<file path="src/core/ppp_pkg.sv">
// Package for the parallel programming port: command codes, pin groups,
// page geometry and timing counts.
// Assumes a 100 MHz ref_clk and one synchronous active-high reset.
package ppp_pkg;

    // ----------------------------------------
    // Clock and timing
    // ----------------------------------------
    localparam int CLK_PERIOD_NS = 10;
    // Strobe pulses shorter than this are the programmer's fault
    localparam int STROBE_MIN_NS = 250;
    localparam int STROBE_MIN_CYC = (STROBE_MIN_NS + CLK_PERIOD_NS - 1) / CLK_PERIOD_NS;
    // Entry pins must be still this long after high voltage
    localparam int ENTRY_STILL_NS = 100;
    localparam int ENTRY_STILL_CYC = (ENTRY_STILL_NS + CLK_PERIOD_NS - 1) / CLK_PERIOD_NS;
    // Strobe toggles needed while reset is low
    localparam logic [3:0] ENTRY_TOGGLES = 4'h6;

    // ----------------------------------------
    // Action select codes
    // ----------------------------------------
    localparam logic [1:0] ACT_ADDR = 2'h0;
    localparam logic [1:0] ACT_DATA = 2'h1;
    localparam logic [1:0] ACT_CMD = 2'h2;
    localparam logic [1:0] ACT_IDLE = 2'h3;

    // ----------------------------------------
    // Command bytes
    // ----------------------------------------
    localparam logic [7:0] CMD_NOP = 8'h00;
    localparam logic [7:0] CMD_CHIP_ERASE = 8'h80;
    localparam logic [7:0] CMD_WR_FUSE = 8'h40;
    localparam logic [7:0] CMD_WR_LOCK = 8'h20;
    localparam logic [7:0] CMD_WR_FLASH = 8'h10;
    localparam logic [7:0] CMD_WR_EEPROM = 8'h11;
    localparam logic [7:0] CMD_RD_SIG = 8'h08;
    localparam logic [7:0] CMD_RD_FUSE = 8'h04;
    localparam logic [7:0] CMD_RD_FLASH = 8'h02;
    localparam logic [7:0] CMD_RD_EEPROM = 8'h03;

    // ----------------------------------------
    // Memory geometry
    // ----------------------------------------
    localparam int WORD_BITS = 5;          // Words in a page, as a bit count
    localparam int PAGE_WORDS = 1 << WORD_BITS;
    localparam int ADDR_BITS = 16;
    localparam logic [7:0] ERASED_BYTE = 8'hff;
    localparam logic [15:0] ERASED_WORD = 16'hffff;

    // Pins sampled from the programmer
    typedef struct packed {
        logic strobe_clock_pin;
        logic action_sel_zero;
        logic action_sel_one_byte_sel_two;
        logic page_latch_byte_sel_one;
        logic write_n;
        logic output_enable_n;
        logic high_voltage;
    } ppp_pins_t;

    // Requests handed to the storage back end
    typedef struct packed {
        logic flash_page_write;
        logic eeprom_page_write;
        logic erase_flash;
        logic erase_eeprom;
        logic clear_locks;
        logic fuse_write;
        logic lock_write;
        logic [1:0] byte_sel;
        logic [ADDR_BITS-1:0] addr;
        logic [7:0] data;
    } ppp_nvm_req_t;

endpackage

</file>
<file path="src/core/ppp_sync.sv">
// Two-flop synchroniser for a bundle of programmer pins.
// Assumes inputs are asynchronous to ref_clk.
`timescale 1ns/1ps
`default_nettype none
module ppp_sync (
    input wire logic ref_clk,
    input wire logic reset,
    input wire ppp_pkg::ppp_pins_t pins_in,
    output ppp_pkg::ppp_pins_t pins_out
);
    import ppp_pkg::*;

    // First stage, read only by the second
    ppp_pins_t stage_one;

    // ----------------------------------------
    // Two flip-flop chain
    // ----------------------------------------
    // Idle values: write and enable strobes high, everything else low
    always_ff @(posedge ref_clk) begin
        if (reset) begin
            stage_one <= '{write_n: 1'b1, output_enable_n: 1'b1, default: 1'b0};
            pins_out <= '{write_n: 1'b1, output_enable_n: 1'b1, default: 1'b0};
        end else begin
            stage_one <= pins_in;
            pins_out <= stage_one;
        end
    end
endmodule
`default_nettype wire

</file>
<file path="src/core/ppp_port.sv">
// Device side of the parallel programming port: entry, command, address and
// data latching, page buffer, and execution of write and read commands.
// Assumes the storage back end acts on nvm_req pulses and reports done.
`timescale 1ns/1ps
`default_nettype none
// Functional notes
// - Strobe rise loads address, data or command
// - Byte select one picks low/high byte
// - Write/enable strobes execute latest command
// - Decode write-type command bytes
// - Decode read-type command bytes
// - Ready/busy low during programming operations
// - Drive data bus only while enable low
// - Entry pins still 100 ns after voltage
// - Command and address retained across operations
// - Address high byte stays latched
// - Erase clears flash, eeprom, locks; fuses kept
// - Keep-eeprom fuse preserves eeprom on erase
// - Erase starts on write strobe, busy
// - Flash data words latched into page buffer
// - Flash write programs page, busy until done
// - Zero command ends page programming
// - Low bits pick word, high bits page
module ppp_port (
    input wire logic ref_clk,
    input wire logic reset,
    input wire ppp_pkg::ppp_pins_t pins,
    input wire logic [7:0] data_in,
    output logic [7:0] data_out,
    output logic data_oe,
    output logic ready_busy_flag,
    output logic prog_mode,
    input wire logic keep_eeprom_fuse,
    output ppp_pkg::ppp_nvm_req_t nvm_req,
    input wire logic nvm_done,
    input wire logic [7:0] nvm_rd_data
);
    import ppp_pkg::*;

    // ----------------------------------------
    // Declarations
    // ----------------------------------------
    typedef enum logic [1:0] {PPP_OFF, PPP_ARM, PPP_SETTLE, PPP_ON} ppp_entry_t;
    typedef enum logic [1:0] {PPP_IDLE, PPP_ERASE_MEM, PPP_ERASE_LOCK, PPP_WAIT} ppp_op_t;

    ppp_pins_t sp;                    // Synchronised pins
    ppp_pins_t prev;                  // Previous sample for edge detection
    ppp_entry_t entry;                // Entry sequence state
    ppp_op_t op;                      // Operation state
    logic [3:0] toggles;              // Strobe rises counted with reset low
    logic [7:0] settle;               // Stillness counter after high voltage
    logic [7:0] command;              // Latched command byte
    logic [7:0] addr_lo;              // Address low byte
    logic [7:0] addr_hi;              // Address high byte
    logic [7:0] data_lo;              // Data low byte
    logic [7:0] data_meta; // Data bus pins, first flop
    logic [7:0] data_sync; // Data bus pins, second flop
    logic [15:0] page_buf [PAGE_WORDS]; // Flash page buffer
    logic [7:0] ee_buf [PAGE_WORDS];    // EEPROM page buffer
    logic strobe_rise;
    logic write_fall;
    logic [3:0] entry_pins;
    logic [3:0] prev_entry_pins;
    logic [1:0] action;

    // Write-type command check, used by decode and execution
    function automatic logic is_write_cmd(input logic [7:0] c);
        return c == CMD_CHIP_ERASE || c == CMD_WR_FUSE || c == CMD_WR_LOCK
            || c == CMD_WR_FLASH || c == CMD_WR_EEPROM;
    endfunction

    // Word index within a page
    function automatic logic [WORD_BITS-1:0] word_in_page(input logic [7:0] lo);
        return lo[WORD_BITS-1:0];
    endfunction

    ppp_sync u_sync (
        .ref_clk(ref_clk),
        .reset(reset),
        .pins_in(pins),
        .pins_out(sp)
    );

    assign strobe_rise = sp.strobe_clock_pin && !prev.strobe_clock_pin;
    assign write_fall = !sp.write_n && prev.write_n;
    assign action = {sp.action_sel_one_byte_sel_two, sp.action_sel_zero};
    assign entry_pins = {sp.page_latch_byte_sel_one, sp.action_sel_one_byte_sel_two,
                         sp.action_sel_zero, sp.write_n};
    assign prev_entry_pins = {prev.page_latch_byte_sel_one, prev.action_sel_one_byte_sel_two,
                              prev.action_sel_zero, prev.write_n};

    // Edge history
    always_ff @(posedge ref_clk) begin
        if (reset) begin
            prev <= '{write_n: 1'b1, output_enable_n: 1'b1, default: 1'b0};
        end else begin
            prev <= sp;
        end
    end

    // Data bus crosses in beside the pins, so strobe and byte stay aligned
    always_ff @(posedge ref_clk) begin
        data_meta <= data_in;
        data_sync <= data_meta;
    end

    // ----------------------------------------
    // Programming mode entry
    // ----------------------------------------
    // Programmer supplies the toggles and entry code
    // check entry stillness
    always_ff @(posedge ref_clk) begin
        if (reset) begin
            entry <= PPP_OFF;
            toggles <= 4'h0;
            settle <= 8'h00;
        end else begin
            unique case (entry)
                PPP_OFF: begin
                    // Count rises only while high voltage absent
                    if (sp.high_voltage) begin
                        toggles <= 4'h0;
                    end else if (strobe_rise && toggles != ENTRY_TOGGLES) begin
                        toggles <= toggles + 4'h1;
                    end
                    if (toggles == ENTRY_TOGGLES && !sp.high_voltage) begin
                        entry <= PPP_ARM;
                    end
                end
                PPP_ARM: begin
                    // Wait for high voltage with entry pins at zero
                    if (sp.high_voltage) begin
                        settle <= 8'h00;
                        entry <= (entry_pins == 4'h0) ? PPP_SETTLE : PPP_OFF;
                    end
                end
                PPP_SETTLE: begin
                    // Any entry pin change or loss of high voltage during the window aborts entry
                    if (!sp.high_voltage || entry_pins != prev_entry_pins) begin
                        entry <= PPP_OFF;
                        toggles <= 4'h0;
                    end else if (settle == 8'(ENTRY_STILL_CYC - 1)) begin
                        entry <= PPP_ON;
                    end else begin
                        settle <= settle + 8'h01;
                    end
                end
                PPP_ON: begin
                    // Dropping the high voltage leaves programming mode
                    if (!sp.high_voltage) begin
                        entry <= PPP_OFF;
                        toggles <= 4'h0;
                    end
                end
            endcase
        end
    end

    assign prog_mode = (entry == PPP_ON);

    // ----------------------------------------
    // Byte loading on strobe rise
    // ----------------------------------------
    // load by action code; idle code ignored; values retained
    always_ff @(posedge ref_clk) begin
        if (reset) begin
            command <= CMD_NOP;
            addr_lo <= 8'h00;
            addr_hi <= 8'h00;
            data_lo <= 8'h00;
        end else if (prog_mode && strobe_rise && op == PPP_IDLE) begin
            unique case (action)
                ACT_ADDR: begin
                    // byte select picks address byte; high byte kept
                    if (sp.page_latch_byte_sel_one) begin
                        addr_hi <= data_sync;
                    end else begin
                        addr_lo <= data_sync;
                    end
                end
                ACT_DATA: begin
                    if (!sp.page_latch_byte_sel_one) begin
                        data_lo <= data_sync;
                    end
                end
                ACT_CMD: command <= data_sync;
                ACT_IDLE: begin
                end
            endcase
        end
    end

    // ----------------------------------------
    // Page buffers
    // ----------------------------------------
    // high byte completes word into page buffer
    // low address bits pick the word
    always_ff @(posedge ref_clk) begin
        if (prog_mode && strobe_rise && op == PPP_IDLE && action == ACT_DATA) begin
            if (command == CMD_WR_FLASH && sp.page_latch_byte_sel_one) begin
                page_buf[word_in_page(addr_lo)] <= {data_sync, data_lo};
            end else if (command == CMD_WR_EEPROM && !sp.page_latch_byte_sel_one) begin
                ee_buf[word_in_page(addr_lo)] <= data_sync;
            end
        end
    end

    // ----------------------------------------
    // Operation execution
    // ----------------------------------------
    // write strobe runs latched command; decode
    always_ff @(posedge ref_clk) begin
        if (reset) begin
            op <= PPP_IDLE;
            nvm_req <= '0;
        end else begin
            // Requests are single-cycle pulses
            nvm_req.flash_page_write <= 1'b0;
            nvm_req.eeprom_page_write <= 1'b0;
            nvm_req.erase_flash <= 1'b0;
            nvm_req.erase_eeprom <= 1'b0;
            nvm_req.clear_locks <= 1'b0;
            nvm_req.fuse_write <= 1'b0;
            nvm_req.lock_write <= 1'b0;
            unique case (op)
                PPP_IDLE: begin
                    if (prog_mode && write_fall && is_write_cmd(command)) begin
                        nvm_req.byte_sel <= action;
                        nvm_req.addr <= {addr_hi, addr_lo};
                        nvm_req.data <= data_lo;
                        op <= PPP_WAIT;
                        unique case (command)
                            // memories first; keep eeprom if fused
                            CMD_CHIP_ERASE: begin
                                nvm_req.erase_flash <= 1'b1;
                                nvm_req.erase_eeprom <= !keep_eeprom_fuse;
                                op <= PPP_ERASE_MEM;
                            end
                            CMD_WR_FLASH: nvm_req.flash_page_write <= 1'b1;
                            CMD_WR_EEPROM: nvm_req.eeprom_page_write <= 1'b1;
                            CMD_WR_FUSE: nvm_req.fuse_write <= 1'b1;
                            default: nvm_req.lock_write <= 1'b1;
                        endcase
                    end
                end
                PPP_ERASE_MEM: begin
                    // locks cleared only after memory erased
                    if (nvm_done) begin
                        nvm_req.clear_locks <= 1'b1;
                        op <= PPP_ERASE_LOCK;
                    end
                end
                PPP_ERASE_LOCK: begin
                    if (nvm_done) begin
                        op <= PPP_IDLE;
                    end
                end
                PPP_WAIT: begin
                    if (nvm_done) begin
                        op <= PPP_IDLE;
                    end
                end
            endcase
        end
    end

    assign ready_busy_flag = (op == PPP_IDLE);

    // ----------------------------------------
    // Read path and data bus drive
    // ----------------------------------------
    // read decode; drive only with enable low
    always_ff @(posedge ref_clk) begin
        if (reset) begin
            data_out <= 8'h00;
            data_oe <= 1'b0;
        end else begin
            data_oe <= prog_mode && !sp.output_enable_n;
            unique case (command)
                CMD_RD_FLASH, CMD_RD_EEPROM, CMD_RD_SIG, CMD_RD_FUSE: data_out <= nvm_rd_data;
                default: data_out <= ERASED_BYTE;
            endcase
        end
    end

    // ----------------------------------------
    // Checks
    // ----------------------------------------
    busy_on_write_a: assert property (@(posedge ref_clk) disable iff (reset)
        (prog_mode && op == PPP_IDLE && write_fall && is_write_cmd(command))
        |=> !ready_busy_flag) else $error("busy not raised on write");
    idle_no_load_a: assert property (@(posedge ref_clk) disable iff (reset)
        (strobe_rise && action == ACT_IDLE) |=> $stable(command) && $stable(addr_lo)
        && $stable(addr_hi) && $stable(data_lo)) else $error("idle code changed state");
    cmd_load_a: assert property (@(posedge ref_clk) disable iff (reset)
        (prog_mode && op == PPP_IDLE && strobe_rise && action == ACT_CMD)
        |=> command == $past(data_sync)) else $error("command not loaded");
    addr_hi_a: assert property (@(posedge ref_clk) disable iff (reset)
        (prog_mode && op == PPP_IDLE && strobe_rise && action == ACT_ADDR
        && sp.page_latch_byte_sel_one) |=> addr_hi == $past(data_sync) && $stable(addr_lo))
        else $error("address high byte load wrong");
    bus_drive_a: assert property (@(posedge ref_clk) disable iff (reset)
        data_oe |-> $past(!sp.output_enable_n)) else $error("bus driven without enable");
    lock_after_erase_a: assert property (@(posedge ref_clk) disable iff (reset)
        nvm_req.clear_locks |-> $past(op) == PPP_ERASE_MEM) else $error("locks early");
    eeprom_keep_a: assert property (@(posedge ref_clk) disable iff (reset)
        nvm_req.erase_eeprom |-> !$past(keep_eeprom_fuse)) else $error("eeprom erased");
    entry_still_a: assert property (@(posedge ref_clk) disable iff (reset)
        (entry == PPP_SETTLE && entry_pins != prev_entry_pins) |=> !prog_mode)
        else $error("entry despite pin change");
    ready_idle_a: assert property (@(posedge ref_clk) disable iff (reset)
        (op == PPP_WAIT && nvm_done) |=> ready_busy_flag) else $error("ready not restored");
    page_word_a: assert property (@(posedge ref_clk) disable iff (reset)
        (prog_mode && op == PPP_IDLE && strobe_rise && action == ACT_DATA
        && command == CMD_WR_FLASH && sp.page_latch_byte_sel_one)
        |=> page_buf[word_in_page($past(addr_lo))] == {$past(data_sync), data_lo})
        else $error("page word not buffered");

    erase_c: cover property (@(posedge ref_clk) nvm_req.clear_locks);
    flash_c: cover property (@(posedge ref_clk) nvm_req.flash_page_write);
    entry_c: cover property (@(posedge ref_clk) prog_mode);
    read_c: cover property (@(posedge ref_clk) data_oe && command == CMD_RD_FLASH);
endmodule
`default_nettype wire

</file>
<file path="config.mk">
export PLATFORM = sky130hd
export DESIGN_NAME = ppp_port
export DESIGN_NICKNAME = d
export VERILOG_FILES = /design/src/core/ppp_pkg.sv /design/src/core/ppp_sync.sv /design/src/core/ppp_port.sv
export SDC_FILE = /design/constraint.sdc
export NUM_CORES = 1
export LEC_CHECK = 0
export BUFFER_PORTS_ARGS = -buffer_cell sky130_fd_sc_hd__buf_2
export CAP_MARGIN = 5
export CORE_MARGIN = 2
export CORE_UTILIZATION = 60
export CTS_BUF_LIST = sky130_fd_sc_hd__clkbuf_8 sky130_fd_sc_hd__clkbuf_16
export DETAILED_ROUTE_END_ITERATION = 10
export PLACE_DENSITY = 0.92
export SYNTH_ARGS = -nofsm -noshare
export SYNTH_HDL_FRONTEND = slang
export SYNTH_SLANG_ARGS = --single-unit
export TNS_END_PERCENT = 100
</file>
<file path="constraint.sdc">
create_clock -name ref_clk -period 3.6 [get_ports ref_clk]
set_input_delay 0.36 -clock ref_clk [delete_from_list [all_inputs] [get_ports ref_clk]]
set_output_delay 0.36 -clock ref_clk [all_outputs]
set_load 0.01 [all_outputs]
</file>
==> run summary <==
Status - completed
Clk sinks - 125
First-pass GRT wire length - 15800 µm
Initial antenna violation count - 0
H-tree depth - 4
MaxCap Viol Count - 0
Period minus WS final - 2.545 ns
Seq/Total Area, Yosys - 52.87%
Worst path cell trace - and4bb_1 > nand3_1 > o41ai_4 > buf_4 > mux2i_1
Max reg flops - 33
DRT met1 WL - 4136 µm
Slowest stage delay, CP - 0.73 ns
Initial Utilization - 61.57%
Remaining antenna violation count - 0
Post-synth top cells - dfxtp_1 (125), mux2i_1 (59), nand2b_1 (52)
Primary FF master, synth - dfxtp_1
Metal2 WL - 4676 µm
Placed Area - 5111 µm²
Core Area - 7687 µm²
WL met3 - 599 µm
Ant diodes - 0
Slew @ Worst Pin - 0.8693 ns
Post_cts resized - 0
Post-DP HPWL - 5955 µm
Slowest cell on crit path - o41ai_4
Worst setup SP type - register
CP startpoint - entry[1]$_SDFFE_PP0P_
Mapped Nets - 493
Crit path kind - reg -> reg
Netlist cell types - 51
Overall power consumption - 3.162 mW
Worst-case reg-to-reg path depth - 5
Clock latency on the worst-skew pair - 0.52 ns
Crit path required time - 4.04 ns
Rows - 32
Post-CTS Repair Setup Buffers - 0
Setup TNS - 0 ns
RSZ-0062 raised after global routing - no
Fin. max-slew vios - 0
Vias - 3432
Vias in the first global route - 3395
Final std cell area, no fill - 5778 µm²
Clock Path Buffers - 2
TritonCTS clock tree - yes
RR Startpoint - entry[1]$_SDFFE_PP0P_
Setup violators final - 0
Detailed Routing Iterations Pass 1 - 7
Setup crit end - nvm_req[6]$_SDFFE_PP0P_
Root Driver - clkbuf_8
Final Routed Wirelength - 9565 µm
Final Cycle Share - 70.68%
Maximum fanout along the worst path - 16
Leakage - 2.564 nW
WL/cell - 14.69 µm
Via-to-Cell Ratio - 5.272
R2R Path End - nvm_req[6]$_SDFFE_PP0P_
Most numerous cell in the Yosys netlist - dfxtp_1
Clk_skew - 0.006103 ns
Pin count of the biggest net entering global routing - 60
VDD IR max - 0.4854 mV
Cell taking the most area after synthesis - dfxtp_1
Syn Area/Cell - 10.27 µm²
Fin nets - 568
Fin. Hold Viols - 0
Number of hold buffers added after cts - 9
DIE AREA - 8616 µm²
Ys Warns - 0
Arr. time, crit path - 2.99 ns
Fmax achieved - 0.3930 GHz
Flops & latches, synth - 125
Layout cells sized above 1 - 20.04%
Die Width - 92.82 µm
CTS buffer count - 17
Slew HR - 41.85%
Final GP Congestion - 0.8619
DRT iter0 DRCs - 162
Largest Register - nvm_req
# port buffers - 70
Post-synth EDFFs - 0
Synth area leaders - dfxtp_1 (53%), mux2i_1 (12%), nand2b_1 (6.9%), nor2_1 (3.2%), nor2b_1 (2.5%)
DR top layer - met4
Clock transition at path regs - 0.06 ns
Layout area overhead - 22.07%
Hold/Removal Path Class - in -> reg
Reg2reg setup slack - 1.06 ns
Cell Area, Synth - 4733 µm²
Crit. End Element - register
Grt ovf - 0
Area share of the largest cell type after synthesis - 52.87%
Die height - 92.82 µm
Mapped Cells - 461
Ports - 71
DRC - 0
Asr flop ratio synth - 0%
Pwr dens - 547.2 nW/µm²
Global-route usage over all layers - 23.64%
layer usage:
layer	GRT usage (%)	up-vias
met5	0	-
met4	9.681	0
met3	8.137	18
met2	38.95	115
met1	28.21	1574
li1	-	1725
worst min-delay path by stage:
stage,from,endpoint,slack (ns),cells after the start
final,pins[2],u_sync.stage_one[2]$_SDFF_PP1_,0.02,2
after global routing,pins[2],u_sync.stage_one[2]$_SDFF_PP1_,0.002,2
after CTS,pins[2],u_sync.stage_one[2]$_SDFF_PP1_,0.01,2
after detailed placement,data_meta[3]$_DFF_P_,data_sync[3]$_DFF_P_,0.31,0
after global placement,data_meta[5]$_DFF_P_,data_sync[5]$_DFF_P_,0.31,0
after floorplan,data_meta[0]$_DFF_P_,data_sync[0]$_DFF_P_,0.31,0
cell type report:
type | count | area [µm²]
Inverter | 16 | 60.06
Timing Repair Buffer | 82 | 462.9
Sequential cell | 125 | 2502
Clock inverter | 15 | 162.7
Tap cell | 102 | 127.6
Clock buffer | 17 | 414.1
Fill cell | 499 | 1909
Multi-Input combinational cell | 294 | 2048
per-stage QoR:
| stage | cells | utilization (%) | hold slack, ns | worst slack [ns] |
|---|---|---|---|---|
| after CTS | 651 | 75.16 | 0.01119 | 1.060 |
| after global routing | 651 | 75.16 | 0.001703 | 0.8937 |
| final | 651 | 75.16 | 0.02153 | 1.055 |
| after global placement | 610 | 66.49 | 0.3109 | 1.230 |
| after detailed placement | 610 | 66.49 | 0.3132 | 1.101 |
| after floorplan | 461 | - | 0.3096 | 1.625 |
cell usage in the layout, fill, tap and decap left out, types with 9 or more instances in the layout:
cell type / instances
a21oi_1: 19
nand2b_1: 52
mux2i_1: 59
dlygate4sd3_1: 9
dfxtp_1: 125
nor2_1: 40
clkbuf_16: 16
nand2_1: 10
nor2b_1: 19
inv_1: 16
buf_2: 70
cell families (layout without fill, tap and decap cells):
family / count (synthesis) / after routing / share of synthesized area, %
buffers and inverters: 42 / 130 / 3.859
XOR/XNOR: 5 / 5 / 0.9251
AND/OR/NAND/NOR: 179 / 179 / 21.68
flip-flops: 125 / 125 / 52.87
adder cells (fa/ha/maj): 5 / 5 / 1.322
AO/OA/AOI/OAI: 44 / 44 / 6.397
multiplexers: 61 / 61 / 12.95
critical path, delay by kind of cell, from the launching register on:
family	cells	cell delay, ns
AO/OA/AOI/OAI	1	0.73
buffers and inverters	1	0.42
flip-flops	1	0.50
multiplexers	1	0.25
AND/OR/NAND/NOR	2	0.55
power breakdown:
| group | internal, mW | switching [mW] |
|---|---|---|
| sequential | 1.41 | 0.0167 |
| combinational | 0.0432 | 0.0403 |
| clock | 0.952 | 0.703 |
(Power assumes the default switching activity.)
